[config.mk]
export PLATFORM = sky130hd
export DESIGN_NAME = dpdio_top
export DESIGN_NICKNAME = d
export VERILOG_FILES = /design/src/verilog/dpdio_pkg.sv /design/src/verilog/dpdio_sync.sv /design/src/verilog/dpdio_top.sv
export VERILOG_INCLUDE_DIRS = /design/src /design/src/verilog
export SDC_FILE = /design/constraint.sdc
export NUM_CORES = 1
export LEC_CHECK = 0
export BUFFER_PORTS_ARGS = -buffer_cell sky130_fd_sc_hd__buf_4
export CORE_MARGIN = 4
export CORE_UTILIZATION = 25
export DETAILED_ROUTE_END_ITERATION = 8
export PLACE_DENSITY_LB_ADDON = 0.05
export SLEW_MARGIN = 10
export SYNTH_ARGS = -nofsm -noshare
export SYNTH_HDL_FRONTEND = slang
export SYNTH_SLANG_ARGS = --single-unit
[constraint.sdc]
create_clock -name clk -period 1.73 [get_ports clk]
set_input_delay 0.346 -clock clk [delete_from_list [all_inputs] [get_ports clk]]
set_output_delay 0.346 -clock clk [all_outputs]
set_load 0.02 [all_outputs]
[src/verilog/dpdio_cfg.svh]
// Constants for the dual digital I/O port block: addresses, widths,
// reset values and alternate-function bit positions.
// Assumes it is included by bare name from every file that needs it.
`ifndef DPDIO_CFG_SVH
`define DPDIO_CFG_SVH

// Register bus geometry
`define DPDIO_ADDR_W    6
`define DPDIO_DATA_W    8
`define DPDIO_BIDX_W    3

// Port widths
`define DPDIO_WIDE_W    8
`define DPDIO_NARROW_W  7

// I/O space addresses
`define DPDIO_ADDR_NPIN 6'h10
`define DPDIO_ADDR_NDIR 6'h11
`define DPDIO_ADDR_NLAT 6'h12
`define DPDIO_ADDR_WPIN 6'h16
`define DPDIO_ADDR_WDIR 6'h17
`define DPDIO_ADDR_WLAT 6'h18

// Reset and idle values
`define DPDIO_LAT_RST   8'h00
`define DPDIO_DIR_RST   8'h00
`define DPDIO_RD_IDLE   8'h00
`define DPDIO_SYNC_RST  1'b0

// Alternate-function bit positions
`define DPDIO_BIT_SCK   7
`define DPDIO_BIT_SDO   6
`define DPDIO_BIT_SDI   5
`define DPDIO_BIT_CNEG  1
`define DPDIO_BIT_CPOS  0
`define DPDIO_BIT_TCLK  4
`define DPDIO_BIT_IRQ0  2

`endif

[src/verilog/dpdio_pkg.sv]
// Types shared by the dual digital I/O port block.
// Assumes nothing of its surroundings; holds no constants of its own.
`default_nettype none

package dpdio_pkg;

  // One-hot register select produced by the address decoder
  typedef enum logic [6:0] {
    SEL_NONE = 7'b0000001,
    SEL_NPIN = 7'b0000010,
    SEL_NDIR = 7'b0000100,
    SEL_NLAT = 7'b0001000,
    SEL_WPIN = 7'b0010000,
    SEL_WDIR = 7'b0100000,
    SEL_WLAT = 7'b1000000
  } dpdio_sel_t;

endpackage

`default_nettype wire

[src/verilog/dpdio_sync.sv]
// Two-stage synchroniser for a group of asynchronous pin levels.
// Assumes the inputs come straight from pads, outside the clk domain.
`default_nettype none
`include "dpdio_cfg.svh"

module dpdio_sync #(
  parameter int W = 8
) (
  input  wire logic         clk,
  input  wire logic         sys_rst,
  input  wire logic [W-1:0] din,
  output var  logic [W-1:0] dout
);

  logic [W-1:0] stage1_reg;

  ////////////////////////////////////////////////////////////////////////
  // First stage feeds only the second; nothing else may look at it
  always_ff @(posedge clk) begin
    if (sys_rst) begin
      stage1_reg <= {W{`DPDIO_SYNC_RST}};
      dout       <= {W{`DPDIO_SYNC_RST}};
    end else begin
      stage1_reg <= din;
      dout       <= stage1_reg;
    end
  end

endmodule

`default_nettype wire

[src/verilog/dpdio_top.sv]
// Dual general-purpose digital I/O port: an eight-pin wide port and a
// seven-pin narrow port, each with direction, output latch, pull-up
// control and a read-only pin-level address on the core's I/O bus.
// Assumes a single-cycle I/O bus from the core on clk, pads that turn
// out/oe/pull-up into a real wire, and asynchronous pin levels.
//
// Operation
// A wide pin drives its latch bit push-pull when its direction bit is one, else it is an input.
// A wide pin's pull-up is on only while it is an input with latch bit one.
// Every wide pin floats as soon as reset is active, clock or no clock.
// Reading the wide latch returns the latch; the wide pin address returns pin levels.
// All eight wide pins behave alike, one direction bit and one latch bit each. The code overrides bits 7 to 5 while progModeEn is set.
// Wide bit 7 is serial clock in, bit 6 serial data out, bit 5 serial data in.
// Software keeps wide bits 1 and 0 as inputs without pull-up when the comparator uses them.
// Every pin input is synchronised before it is read or used inside.
// The narrow port has a latch, a direction register and a read-only pin address.
// The narrow port has pins 6 to 0; bit 7 reads zero everywhere; latch and direction reset to zero.
// A narrow pin drives its latch bit push-pull when its direction bit is one, else it is an input.
// A narrow pin's pull-up is on only while it is an input with latch bit one.
// Every narrow pin floats as soon as reset is active, clock or no clock.
// Reading the narrow latch returns the latch; the narrow pin address returns pin levels.
// Narrow bit 4 feeds the timer clock and narrow bit 2 external interrupt zero.
// The wide latch and direction are read/write, eight bits, reset to zero; its pin address is read-only.
// Each pin input passes two clk flip-flops before any reader sees it.
`default_nettype none
`include "dpdio_cfg.svh"

module dpdio_top #(
  parameter int WIDE_W   = `DPDIO_WIDE_W,
  parameter int NARROW_W = `DPDIO_NARROW_W
) (
  input  wire logic                       clk,
  input  wire logic                       sys_rst,
  // Core I/O bus
  input  wire logic [`DPDIO_ADDR_W-1:0]   ioAddr,
  input  wire logic                       ioWrEn,
  input  wire logic [`DPDIO_DATA_W-1:0]   ioWrData,
  input  wire logic                       ioBitEn,
  input  wire logic [`DPDIO_BIDX_W-1:0]   ioBitIdx,
  input  wire logic                       ioBitVal,
  input  wire logic                       ioRdEn,
  output var  logic [`DPDIO_DATA_W-1:0]   ioRdData,
  // Wide port pads
  input  wire logic [WIDE_W-1:0]          wideIn,
  output var  logic [WIDE_W-1:0]          wideOut,
  output var  logic [WIDE_W-1:0]          wideOe,
  output var  logic [WIDE_W-1:0]          widePullUp,
  // Narrow port pads
  input  wire logic [NARROW_W-1:0]        narrowIn,
  output var  logic [NARROW_W-1:0]        narrowOut,
  output var  logic [NARROW_W-1:0]        narrowOe,
  output var  logic [NARROW_W-1:0]        narrowPullUp,
  // Serial memory programming lines
  input  wire logic                       progModeEn,
  input  wire logic                       serialDataOut,
  output var  logic                       serialClkIn,
  output var  logic                       serialDataIn,
  // Other alternate-function consumers
  output var  logic                       compInputsReady,
  output var  logic                       timerClkIn,
  output var  logic                       extIrq0In
);

  ////////////////////////////////////////////////////////////////////////
  // Helper functions

  // Address decode, shared by the write and read paths
  function automatic dpdio_pkg::dpdio_sel_t selDecode(
    input logic [`DPDIO_ADDR_W-1:0] a
  );
    dpdio_pkg::dpdio_sel_t s;
    s = dpdio_pkg::SEL_NONE;
    case (a)
      `DPDIO_ADDR_NPIN: s = dpdio_pkg::SEL_NPIN;
      `DPDIO_ADDR_NDIR: s = dpdio_pkg::SEL_NDIR;
      `DPDIO_ADDR_NLAT: s = dpdio_pkg::SEL_NLAT;
      `DPDIO_ADDR_WPIN: s = dpdio_pkg::SEL_WPIN;
      `DPDIO_ADDR_WDIR: s = dpdio_pkg::SEL_WDIR;
      `DPDIO_ADDR_WLAT: s = dpdio_pkg::SEL_WLAT;
      default:          s = dpdio_pkg::SEL_NONE;
    endcase
    return s;
  endfunction

  // Single-bit update that leaves every other bit untouched
  function automatic logic [`DPDIO_DATA_W-1:0] bitMerge(
    input logic [`DPDIO_DATA_W-1:0] cur,
    input logic [`DPDIO_BIDX_W-1:0] idx,
    input logic                     val
  );
    logic [`DPDIO_DATA_W-1:0] r;
    r      = cur;
    r[idx] = val;
    return r;
  endfunction

  ////////////////////////////////////////////////////////////////////////
  // Declarations

  dpdio_pkg::dpdio_sel_t      wrSel;
  dpdio_pkg::dpdio_sel_t      rdSel;

  logic [WIDE_W-1:0]          wideDir_reg;
  logic [WIDE_W-1:0]          wideDir_next;
  logic [WIDE_W-1:0]          wideLat_reg;
  logic [WIDE_W-1:0]          wideLat_next;
  logic [NARROW_W-1:0]        narrowDir_reg;
  logic [NARROW_W-1:0]        narrowDir_next;
  logic [NARROW_W-1:0]        narrowLat_reg;
  logic [NARROW_W-1:0]        narrowLat_next;

  logic [WIDE_W-1:0]          wideSync;
  logic [NARROW_W-1:0]        narrowSync;

  logic [`DPDIO_DATA_W-1:0]   wideDirPad;
  logic [`DPDIO_DATA_W-1:0]   wideLatPad;
  logic [`DPDIO_DATA_W-1:0]   wideSyncPad;
  logic [`DPDIO_DATA_W-1:0]   narrowDirPad;
  logic [`DPDIO_DATA_W-1:0]   narrowLatPad;
  logic [`DPDIO_DATA_W-1:0]   narrowSyncPad;
  logic [`DPDIO_DATA_W-1:0]   wideDirBit;
  logic [`DPDIO_DATA_W-1:0]   wideLatBit;
  logic [`DPDIO_DATA_W-1:0]   narrowDirBit;
  logic [`DPDIO_DATA_W-1:0]   narrowLatBit;
  logic [`DPDIO_DATA_W-1:0]   rdData_next;

  logic [WIDE_W-1:0]          wideOeEff;
  logic [WIDE_W-1:0]          wideDrvEff;
  logic [WIDE_W-1:0]          widePuEff;
  logic [WIDE_W-1:0]          wideOeHold_reg;
  logic [WIDE_W-1:0]          widePuHold_reg;
  logic [NARROW_W-1:0]        narrowOeHold_reg;
  logic [NARROW_W-1:0]        narrowPuHold_reg;

  logic                       wideDirWr;
  logic                       wideLatWr;
  logic                       narrowDirWr;
  logic                       narrowLatWr;
  logic                       wideDirBitWr;
  logic                       wideLatBitWr;
  logic                       narrowDirBitWr;
  logic                       narrowLatBitWr;

  ////////////////////////////////////////////////////////////////////////
  // Pin synchronisers

  // Every pin level is two flops old before anything reads it
  dpdio_sync #(
    .W    (WIDE_W)
  ) u_wideSync (
    .clk     (clk),
    .sys_rst (sys_rst),
    .din     (wideIn),
    .dout    (wideSync)
  );

  dpdio_sync #(
    .W    (NARROW_W)
  ) u_narrowSync (
    .clk     (clk),
    .sys_rst (sys_rst),
    .din     (narrowIn),
    .dout    (narrowSync)
  );

  ////////////////////////////////////////////////////////////////////////
  // Address decode and write strobes

  // Pin-level addresses are read-only, so they get no strobe at all
  assign wrSel          = selDecode(ioAddr);
  assign rdSel          = selDecode(ioAddr);
  assign wideDirWr      = ioWrEn && (wrSel == dpdio_pkg::SEL_WDIR);
  assign wideLatWr      = ioWrEn && (wrSel == dpdio_pkg::SEL_WLAT);
  assign narrowDirWr    = ioWrEn && (wrSel == dpdio_pkg::SEL_NDIR);
  assign narrowLatWr    = ioWrEn && (wrSel == dpdio_pkg::SEL_NLAT);
  assign wideDirBitWr   = ioBitEn && (wrSel == dpdio_pkg::SEL_WDIR);
  assign wideLatBitWr   = ioBitEn && (wrSel == dpdio_pkg::SEL_WLAT);
  assign narrowDirBitWr = ioBitEn && (wrSel == dpdio_pkg::SEL_NDIR);
  assign narrowLatBitWr = ioBitEn && (wrSel == dpdio_pkg::SEL_NLAT);

  ////////////////////////////////////////////////////////////////////////
  // Zero-extended views of the registers on the 8-bit data path

  // Narrow bit 7 has no storage behind it and always reads zero
  assign wideDirPad    = `DPDIO_DATA_W'(wideDir_reg);
  assign wideLatPad    = `DPDIO_DATA_W'(wideLat_reg);
  assign wideSyncPad   = `DPDIO_DATA_W'(wideSync);
  assign narrowDirPad  = `DPDIO_DATA_W'(narrowDir_reg);
  assign narrowLatPad  = `DPDIO_DATA_W'(narrowLat_reg);
  assign narrowSyncPad = `DPDIO_DATA_W'(narrowSync);

  // Bit set/clear lets software change one pin without touching others
  assign wideDirBit   = bitMerge(wideDirPad, ioBitIdx, ioBitVal);
  assign wideLatBit   = bitMerge(wideLatPad, ioBitIdx, ioBitVal);
  assign narrowDirBit = bitMerge(narrowDirPad, ioBitIdx, ioBitVal);
  assign narrowLatBit = bitMerge(narrowLatPad, ioBitIdx, ioBitVal);

  ////////////////////////////////////////////////////////////////////////
  // Next values of the control registers

  // A full byte write wins over a bit update in the same cycle
  // Narrow casts drop bit 7, so writes to that bit are lost on purpose
  assign wideDir_next =
    wideDirWr    ? WIDE_W'(ioWrData) :
    wideDirBitWr ? WIDE_W'(wideDirBit) :
                   wideDir_reg;
  assign wideLat_next =
    wideLatWr    ? WIDE_W'(ioWrData) :
    wideLatBitWr ? WIDE_W'(wideLatBit) :
                   wideLat_reg;
  assign narrowDir_next =
    narrowDirWr    ? NARROW_W'(ioWrData) :
    narrowDirBitWr ? NARROW_W'(narrowDirBit) :
                     narrowDir_reg;
  assign narrowLat_next =
    narrowLatWr    ? NARROW_W'(ioWrData) :
    narrowLatBitWr ? NARROW_W'(narrowLatBit) :
                     narrowLat_reg;

  // Direction and latch storage, zero after reset
  always_ff @(posedge clk) begin
    if (sys_rst) begin
      wideDir_reg   <= WIDE_W'(`DPDIO_DIR_RST);
      wideLat_reg   <= WIDE_W'(`DPDIO_LAT_RST);
      narrowDir_reg <= NARROW_W'(`DPDIO_DIR_RST);
      narrowLat_reg <= NARROW_W'(`DPDIO_LAT_RST);
    end else begin
      wideDir_reg   <= wideDir_next;
      wideLat_reg   <= wideLat_next;
      narrowDir_reg <= narrowDir_next;
      narrowLat_reg <= narrowLat_next;
    end
  end

  ////////////////////////////////////////////////////////////////////////
  // Read path

  // Latch addresses return storage, pin addresses return pin levels
  always_comb begin
    case (rdSel)
      dpdio_pkg::SEL_WPIN: rdData_next = wideSyncPad;
      dpdio_pkg::SEL_WDIR: rdData_next = wideDirPad;
      dpdio_pkg::SEL_WLAT: rdData_next = wideLatPad;
      dpdio_pkg::SEL_NPIN: rdData_next = narrowSyncPad;
      dpdio_pkg::SEL_NDIR: rdData_next = narrowDirPad;
      dpdio_pkg::SEL_NLAT: rdData_next = narrowLatPad;
      default:             rdData_next = `DPDIO_RD_IDLE;
    endcase
  end

  // Read data is registered; it holds until the next read strobe
  always_ff @(posedge clk) begin
    if (sys_rst) begin
      ioRdData <= `DPDIO_RD_IDLE;
    end else if (ioRdEn) begin
      ioRdData <= rdData_next;
    end
  end

  ////////////////////////////////////////////////////////////////////////
  // Wide port pin control

  // Identical per-pin logic; the serial lines override three pins
  generate
    for (genvar i = 0; i < WIDE_W; i++) begin : g_wide
      if (i == `DPDIO_BIT_SDO) begin : g_sdo
        // Programming mode drives serial data out on this pin
        assign wideOeEff[i]  = progModeEn | wideDir_reg[i];
        assign wideDrvEff[i] = progModeEn ? serialDataOut
                                          : wideLat_reg[i];
        assign widePuEff[i]  = ~progModeEn & ~wideDir_reg[i]
                               & wideLat_reg[i];
      end else if ((i == `DPDIO_BIT_SCK) || (i == `DPDIO_BIT_SDI)) begin
        : g_sin
        // Serial clock and data in: forced to plain inputs while progModeEn is set
        assign wideOeEff[i]  = ~progModeEn & wideDir_reg[i];
        assign wideDrvEff[i] = wideLat_reg[i];
        assign widePuEff[i]  = ~progModeEn & ~wideDir_reg[i]
                               & wideLat_reg[i];
      end else begin : g_gpio
        assign wideOeEff[i]  = wideDir_reg[i];
        assign wideDrvEff[i] = wideLat_reg[i];
        assign widePuEff[i]  = ~wideDir_reg[i]
                               & wideLat_reg[i];
      end
    end
  endgenerate

  // Drive value and enable are re-timed so they change together
  always_ff @(posedge clk) begin
    if (sys_rst) begin
      wideOut        <= {WIDE_W{1'b0}};
      wideOeHold_reg <= {WIDE_W{1'b0}};
      widePuHold_reg <= {WIDE_W{1'b0}};
    end else begin
      wideOut        <= wideDrvEff;
      wideOeHold_reg <= wideOeEff;
      widePuHold_reg <= widePuEff;
    end
  end

  // Reset gates the enables directly, so pins float with no clock
  assign wideOe     = wideOeHold_reg & {WIDE_W{~sys_rst}};
  assign widePullUp = widePuHold_reg & {WIDE_W{~sys_rst}};

  ////////////////////////////////////////////////////////////////////////
  // Narrow port pin control

  // Push-pull output when the direction bit is set
  always_ff @(posedge clk) begin
    if (sys_rst) begin
      narrowOut        <= {NARROW_W{1'b0}};
      narrowOeHold_reg <= {NARROW_W{1'b0}};
      narrowPuHold_reg <= {NARROW_W{1'b0}};
    end else begin
      narrowOut        <= narrowLat_reg;
      narrowOeHold_reg <= narrowDir_reg;
      narrowPuHold_reg <= ~narrowDir_reg & narrowLat_reg;
    end
  end

  // Same asynchronous float as the wide port
  assign narrowOe     = narrowOeHold_reg & {NARROW_W{~sys_rst}};
  assign narrowPullUp = narrowPuHold_reg & {NARROW_W{~sys_rst}};

  ////////////////////////////////////////////////////////////////////////
  // Alternate-function consumers

  // All of these see only synchronised pin levels
  assign serialClkIn  = wideSync[`DPDIO_BIT_SCK];
  assign serialDataIn = wideSync[`DPDIO_BIT_SDI];
  assign timerClkIn   = narrowSync[`DPDIO_BIT_TCLK];
  assign extIrq0In    = narrowSync[`DPDIO_BIT_IRQ0];

  // Comparator pins are usable only as inputs with pull-ups off;
  // software must set this up, the flag only reports it
  assign compInputsReady =
    ~wideDir_reg[`DPDIO_BIT_CPOS] & ~wideLat_reg[`DPDIO_BIT_CPOS] &
    ~wideDir_reg[`DPDIO_BIT_CNEG] & ~wideLat_reg[`DPDIO_BIT_CNEG];

endmodule

`default_nettype wire

Word-level counts from Yosys, hierarchy flattened
Index checks and enable logic that the tools add are counted.

operators by class
  order comparisons = 2
  equality and inequality tests = 12
  multiplexer cells = 17
  bitwise logic cells = 35
  reduce and logical (&&, ||, !) cells = 13

operator list
  operator              count
  $pmux W8 S6           1
  $pmux W7 S6           1
  $eq A6 B5 Y1 const B  6
  $bwmux W8             4
  $mux W8               4
  $mux W7               4
  $and A7 B7 Y7         3
  $and A1 B1 Y1         16
  $and A8 B8 Y8         2
  $not A1 Y1            12
  $logic_and A1 B1 Y1   9
  $reduce_bool A2 Y1    4
  $eq A7 B2 Y1 const B  1
  $eq A7 B3 Y1 const B  1
  $eq A7 B4 Y1 const B  1
  $eq A7 B5 Y1 const B  1
  $eq A7 B6 Y1 const B  1
  $eq A7 B7 Y1 const B  1
  $not A7 Y7            1
  $lt A3 B4 Y1 const B  1
  $demux W1 S3          1
  $ge A3 B1 Y1 const B  1
  $mux W1               2
  $or A1 B1 Y1          1

storage, ports and cells
  register bits after elaboration = 113
  input port bits = 40
  output and inout port bits = 58
  logic and storage cells = 94

Logic depth before layout (Yosys ltp)
Gate-level depths: netlist of run 1.

  depth in word-level cells = 7
  mapped depth = 6
  depth with buffers taken out = 4

By module
A second synthesis of run 1 with hierarchy kept.

second synthesis, totals
  cells, all modules = 454
  area, all modules = 4685.7 sq um

by module, submodules not included
  module                     instances  cells an instance  area an instance (sq um)  sequential area each (sq um)
  dpdio_top                  1          392                3813.7                    1661.6
  dpdio_sync (u_wideSync)    1          33                 464.2                     320.3
  dpdio_sync (u_narrowSync)  1          29                 407.9                     280.3

Least setup slack after synthesis of run 1
No wires, ideal clock.

  kind = input port to flip-flop
  start point = input port ioAddr[0]
  end point = register ioRdData[7]
  setup time = 0.091 ns
  arrival = 1.672 ns
  path slack = -0.033 ns
  cell stages on the path = 6
  cell sequence = or3b_1 > buf_2 > nor4b_4 > buf_6 > a22oi_1 > a311oi_1

between the ends
  longest elaborated chain between the ends = 4
  elaborated cells between the ends (all ways) = 14

RTL lines
  element                               RTL line          RTL
  start: declaration                    dpdio_top.sv:35   input wire logic [`DPDIO_ADDR_W-1:0] ioAddr,
  $eq A6 B5 Y1                          dpdio_top.sv:73   case (a)
  $pmux W7 S6 (*)                       dpdio_top.sv:73
  $eq A7 B4 Y1 (tied with other cells)  dpdio_top.sv:240  case (rdSel)
  $pmux W8 S6 (*)                       dpdio_top.sv:240
  end signal: assignment                dpdio_top.sv:254  ioRdData <= `DPDIO_RD_IDLE;
  end signal: assignment                dpdio_top.sv:256  ioRdData <= rdData_next;
  end: declaration                      dpdio_top.sv:42   output var logic [`DPDIO_DATA_W-1:0] ioRdData,

Mark *: on every way between the ends. The rest lies on a longest branch, timed or not.
A chain may end at the register's enable or synchronous reset.

Worst setup path after layout of run 1
  start point = register wideLat_reg[0] (netlist: wideLatPad[0])
  end point = output port compInputsReady

between the ends
  longest elaborated chain between the ends = 4

RTL lines
  element                     RTL line          RTL
  start: declaration          dpdio_top.sv:105  logic [WIDE_W-1:0] wideLat_reg;
  start signal: assignment    dpdio_top.sv:224  wideLat_reg <= WIDE_W'(`DPDIO_LAT_RST);
  start signal: assignment    dpdio_top.sv:229  wideLat_reg <= wideLat_next;
  $not A1 Y1                  dpdio_top.sv:338  ~wideDir_reg[`DPDIO_BIT_CPOS] & ~wideLat_reg[`DPDIO_BIT_CPOS] &
  $and A1 B1 Y1 (3 in a row)  dpdio_top.sv:338
  end: declaration            dpdio_top.sv:59   output var logic compInputsReady,

Every way passes these cells.

==> impl_results.md, run 1 <==
- DRC violations left: 0
- Post-layout minimum cycle time: 1.57 ns
- P per Cell Area: 1030 mW/mm^2
- Sequential fraction of the synthesis area: 51.1%
- Required time worst endpoint: approximately 1.4 ns
- FF-to-FF path depth: 5
- Power consumption: 6.49 mW
- Antenna viol nets, final: 0
- Placer Congestion: 0.781
- Crit end category: output port
- Period utilization: 90.9%
- Final Util: 36.4%
- RSZ-0062 raised after global routing: false
- Area added between synthesis and finish: 42.4%
- Setup_tns: 0 ns
- Synth Instances: 430
- Commonest cells after routing, fill and taps aside: buf_4 (138), dfxtp_1 (113), nor2b_1 (99)
- IO buf count: 97
- Asr flop ratio synth: 0%
- Antenna Cells: 0
- Initial antenna violation count: 0
- R2R Path End: ioRdData[4]
- Detail Placement HPWL: between 10 and 15 mm
- Clk root buf: clkbuf_16
- Cell row count: 48
- CTS tree: done
- WL final: 13.3 mm
- Max FO, Critical Path: 4
- Hold Path Cell Cnt: 2
- FMAX: around 640 MHz
- DRT iter0 DRCs: 208
- Setup violations, final: 0
- Final-report hold violation count: 0
- TritonCTS Buffers: 17
- Slew Limit Fails: 0
- Dominant synthesized flop cell: dfxtp_1
- Crit path kind: flop to output port
- Final #Nets: roughly 600
- Reg2reg start: u_narrowSync.dout[4]
- Die area: 0.0199 sq mm
- Ports: 98
- Arr. time, crit path: approximately 1.2 ns
- Pin count of the biggest net entering global routing: 29
- Max cap viols: 0
- Clock Skew: about 0.0055 ns
- H-tree depth: 4
- Clk sink count: 113
- Lkg Pwr: approximately 2.6 nW
- Drt wl/cell: 16.7 um
- Rel. slew slack: 73.9%
- HP Class: primary input to flop
- Synthesized flop and latch total: about 110
- Status: complete, no violations
- CTS Hold Bufs: 0
- Least-Margin Pin Slew: 0.389 ns
- Yosys warnings: 0
- Core ar.: between 0.015 and 0.02 sq mm
- Grt ovf: 0
- CTS max path bufs: 2
- Syn avg cell area: 10.3 sq um
- Synthesized cell area: 0.00443 sq mm
- Worst skew pair latency: just over 0.4 ns
- Post-synth EDFFs: 0
- Clk slew on worst S/H paths: 0.05 ns
- Commonest non-fill, non-tap cell in the layout: buf_4
- Crit start category: flop
- First-pass GRT wire length: slightly above 20 mm
- Initial Utilization: 25.5%
- Synth unique cells: 40
- DIE WIDTH: 141 um
- Hold path startpoint: wideIn[2]
- R2R setup slack: 0.50 ns
- Synthesized Nets: 470
- Layout cell share with drive strength beyond 1: 33.7%
- Die Y: 141 um
- GRT Resource Usage Total: between 10% and 20%
- DR vias: 3,646
- Hold EP: u_wideSync.stage1_reg[2]
- Vias in the first global route: 3,635
- Max IR drop VDD: 671 uV
- DRT Pass-1 Iters: 4
- Routed vias/inst: 4.57
==> cell usage after synthesis (2+ instances only) <==
cell type,instances,area [sq um]
buf_2,6,30.0
nor2_1,19,71.3
buf_1,2,7.51
nor3_1,14,70.1
nand2b_1,4,25.0
a311oi_2,8,120
clkbuf_1,20,75.1
a21oi_1,35,175
a41o_1,3,30.0
a311oi_1,23,201
a221oi_1,12,105
nor2b_1,99,619
dfxtp_1,113,2260
inv_1,4,15.0
a31o_2,4,35.0
buf_6,3,33.8
nor3b_1,2,15.0
nand2_1,3,11.3
nor4b_1,3,26.3
mux2i_1,28,280
a211oi_1,6,45.0
==> per-stage QoR <==
stage / cell area (sq um) / worst slack (ns) / hold slack, ns / std cells
6_report: 6310 / 0.157 / 0.150 / 797
5_1_grt: 6310 / 0.0559 / 0.139 / 797
4_1_cts: 6300 / 0.0618 / 0.130 / 797
3_5_place_dp: 5740 / -0.207 / 0.420 / 768
3_3_place_gp: 5740 / -0.138 / 0.421 / 768
2_1_floorplan: 4440 / -0.0315 / 0.414 / 430
==> layout make-up <==
type / instances / area [sq um]
Inverter: 6 / 27.5
Sequential cell: 113 / 2260
Tap cell: 225 / 282
Fill cell: 1790 / 11000
Timing Repair Buffer: 145 / 1180
Multi-Input combinational cell: 279 / 2000
Clock buffer: 23 / 478
Clock inverter: 6 / 82.6
==> layer usage <==
metal  global-route usage (%)  vias up  part of all wire (%)
met5                        0        -                     0
met4                     5.35        0                   1.4
met3                     3.60       11                   4.2
met2                     22.6       93                    49
met1                     16.5     1729                    45
li1                         -     1813                     -
==> cell families (layout without fill, tap and decap cells) <==
group	count (synthesis)	count (layout)	synth area share (%)
buf+inv	38	180	4.09
flops	113	113	51.1
compound gates	97	97	17.2
simple gates	154	154	21.3
mux	28	28	6.33
==> worst max path at each step <==
stage / from / end / slack [ns]
6_report: wideLatPad[0] / compInputsReady / 0.16
5_1_grt: wideLatPad[0] / compInputsReady / 0.06
4_1_cts: wideLatPad[0] / compInputsReady / 0.06
3_5_place_dp: ioAddr[0] / ioRdData[7] / -0.21
3_3_place_gp: ioAddr[0] / ioRdData[5] / -0.14
2_1_floorplan: ioAddr[0] / ioRdData[7] / -0.03
==> power by group <==
part | switching, mW | internal (mW) | total (mW)
clock | 1.14 | 2.20 | 3.34
sequential | 0.0270 | 2.66 | 2.69
combinational | 0.255 | 0.213 | 0.468
==> critical path: stages, from the launching register on <==
cell and delay (ns):
dfxtp_1 0.34, nor4_2 0.29, buf_4 0.19
==> timing repair <==
action                     in CTS  in global routing
hold endpoints to repair        0                  0
setup endpoints to repair       0                  1
gates resized for setup         0                  1
buffers inserted                0                  0
Note: power is estimated with default switching activity, not from simulation.
==> run 2: changes to the inputs <==
CORE_ASPECT_RATIO = 0.75   (was default)
==> impl_results.md, run 2 (synthesized netlist as in run 1, its figures left out) <==
- Status: complete, no violations
- Period utilization: 94.6% (+3.7 points)
- RSZ-0062 raised after global routing: false
- IO buf count: 97 (unchanged)
- Vias in the first global route: 3,568 (-1.8%)
- Max IR drop VDD: 670 uV (-0.19%)
- Antenna viol nets, final: 0 (unchanged)
- Clk root buf: clkbuf_16
- Core ar.: 0.0171 sq mm (-1.6%)
- Max FO, Critical Path: 2 (-2)
- Ports: 98 (unchanged)
- Cell row count: 41 (-15%)
- Busiest grt layer: met2
- Fillers: 1,755 (-2.0%)
- WL final: 13.7 mm (+3.1%)
- Lkg Pwr: 2.53 nW (-1.0%)
- Layout cell share with drive strength beyond 1: 33.8% (+0.062 points)
- Reg2reg start: narrowDir_reg[3]
- Power consumption: 6.67 mW (+2.7%)
- DIE WIDTH: 162 um (+15%)
- Setup repair bufs after CTS: 0 (unchanged)
- Clock Skew: 0.00682 ns (+0.00130 ns)
- TritonCTS Buffers: 17 (unchanged)
- Max cap viols: 0 (unchanged)
- Crit path kind: flop to output port
- Required time worst endpoint: 1.38 ns (about the same)
- Routed vias/inst: 4.48 (-2.1%)
- Delay-heaviest family, CP: simple AND/OR/NAND/NOR gates
- FF-to-FF path depth: 4 (-1)
- P per Cell Area: 1060 mW/mm^2 (+2.8%)
- DRC violations left: 0 (unchanged)
- Crit start category: flop
- Placer Congestion: 0.765 (-2.0%)
- Clk slew on worst S/H paths: 0.06 ns (about the same)
- Hold slack: 0.135 ns (-0.0149 ns)
- Clk sink count: 113 (unchanged)
- Commonest non-fill, non-tap cell in the layout: buf_4
- Final #Nets: 595 (-1.2%)
- CTS tree: done
- HP Class: primary input to flop
- Slowest stage cell on the critical path: nor4_4
- Die Y: 123 um (-13%)
- DRT iter0 DRCs: 193 (-7.2%)
- Final Util: 36.9% (+0.55 points)
- Final-report hold violation count: 0 (unchanged)
- Least-Margin Pin Slew: 0.472 ns (+0.0829 ns)
- Area added between synthesis and finish: 42.3% (about the same)
- R2R setup slack: 0.39 ns (-0.11 ns)
- GRT met2 Usage: 21.2% (-1.5 points)
- Met1 usage: 19.5% (+3.0 points)
- Grt ovf: 0 (unchanged)
- Die area: 0.0199 sq mm (+0.11%)
- Arr. time, crit path: 1.29 ns (+0.06 ns)
- GRT Resource Usage Total: 14.3% (+0.77 points)
- Hold Path Cell Cnt: 2 (unchanged)
- Worst path bufs/invs: 1 (unchanged)
- DR vias: 3,607 (-1.1%)
- First-pass GRT wire length: 21.0 mm (+3.7%)
- Slew Limit Fails: 0 (unchanged)
- Max stage delay on crit path: 0.34 ns (about the same)
- Initial antenna violation count: 0 (unchanged)
- Drt wl/cell: 17.0 um (+2.0%)
- Commonest cells after routing, fill and taps aside: buf_4 (132), dfxtp_1 (113), nor2b_1 (99)
- Rel. slew slack: 68.3% (-5.6 points)
- CTS max path bufs: 2 (unchanged)
- DRT Pass-1 Iters: 5 (+1)
- R2R Path End: ioRdData[3]
- Critical-path cell list: nor4_4, buf_4
- Worst skew pair latency: 0.42 ns (about the same)
- Hold EP: u_narrowSync.stage1_reg[5]
- Met3 Resource Use GR: 4.33% (+0.74 points)
- FMAX: 611 MHz (-3.9%)
- Crit end category: output port
- Pin count of the biggest net entering global routing: 26 (-10%)
- Initial Utilization: 25.9% (+0.41 points)
- Post-layout minimum cycle time: 1.64 ns (+0.0637 ns)
- Hold path startpoint: narrowIn[5]
- Detail Placement HPWL: 10.3 mm (+0.25%)
- H-tree depth: 4 (unchanged)
- Fin cells: 805 (+1.0%)
- Setup violations, final: 0 (unchanged)
- CTS Hold Bufs: 0 (unchanged)
- Placed insts: 772 (+0.52%)
[run 2: cell types whose count changed in the layout (fill, tap and decap cells not counted)]
cell | previous run | this run
buf_4 | 138 | 132
clkinvlp_4 | 1 | 5
inv_6 | 1 | 5
clkbuf_1 | 3 | 0
clkbuf_8 | 3 | 1
clkinv_2 | 3 | 1
clkinv_4 | 0 | 2
buf_12 | 7 | 6
diode_2 | 0 | 1
nor4_2 | 1 | 0
nor4_4 | 1 | 2
[run 2: how the worst max path moves through the flow]
stage / cells after the start / endpoint / startpoint / slack (ns)
2_1_floorplan: 6 / ioRdData[7] / ioAddr[0] / -0.03
3_3_place_gp: 7 / ioRdData[7] / ioAddr[3] / -0.19
3_5_place_dp: 7 / ioRdData[7] / ioAddr[3] / -0.20
4_1_cts: 2 / compInputsReady / wideLatPad[0] / 0.07
5_1_grt: 2 / compInputsReady / wideLatPad[0] / 0.03
6_report: 2 / compInputsReady / wideLatPad[0] / 0.09
[run 2: per-stage QoR]
step | setup TNS (ns) | instance area, sq um | worst slack, ns
2_1_floorplan | -0.193 | 4440 | -0.0315
3_3_place_gp | -3.84 | 5690 | -0.192
3_5_place_dp | -4.28 | 5690 | -0.197
4_1_cts | 0 | 6300 | 0.0660
5_1_grt | 0 | 6300 | 0.0321
6_report | 0 | 6300 | 0.0930
[run 2: area by class of cell]
class	instances	area, sq um	area share, %
inverter	6	27.5	0.437
multi-input combinational	279	2010	31.9
sequential	113	2260	35.9
tap	236	295	4.68
clock buffer	18	439	6.97
timing repair buffer	138	1110	17.6
antenna	1	2.50	0.0397
clock inverter	14	155	2.46
[run 2: per-layer routing]
layer	part of all wire, %	vias to the layer above
li1	-	1807
met1	49	1680
met2	44	105
met3	5.8	15
met4	1.3	0
met5	0	-
[run 2: repair_timing]
action | CTS | global route
endpoints found under the setup margin | 1 | 0
resized for setup | 2 | 0
hold endpoints to repair | 0 | 0
[run 2: where the power goes]
group          switching [mW]  internal, mW  total (mW)
clock                    1.35          2.17        3.53
sequential             0.0249          2.66        2.68
combinational           0.255         0.205       0.460
total                    1.63          5.03        6.67
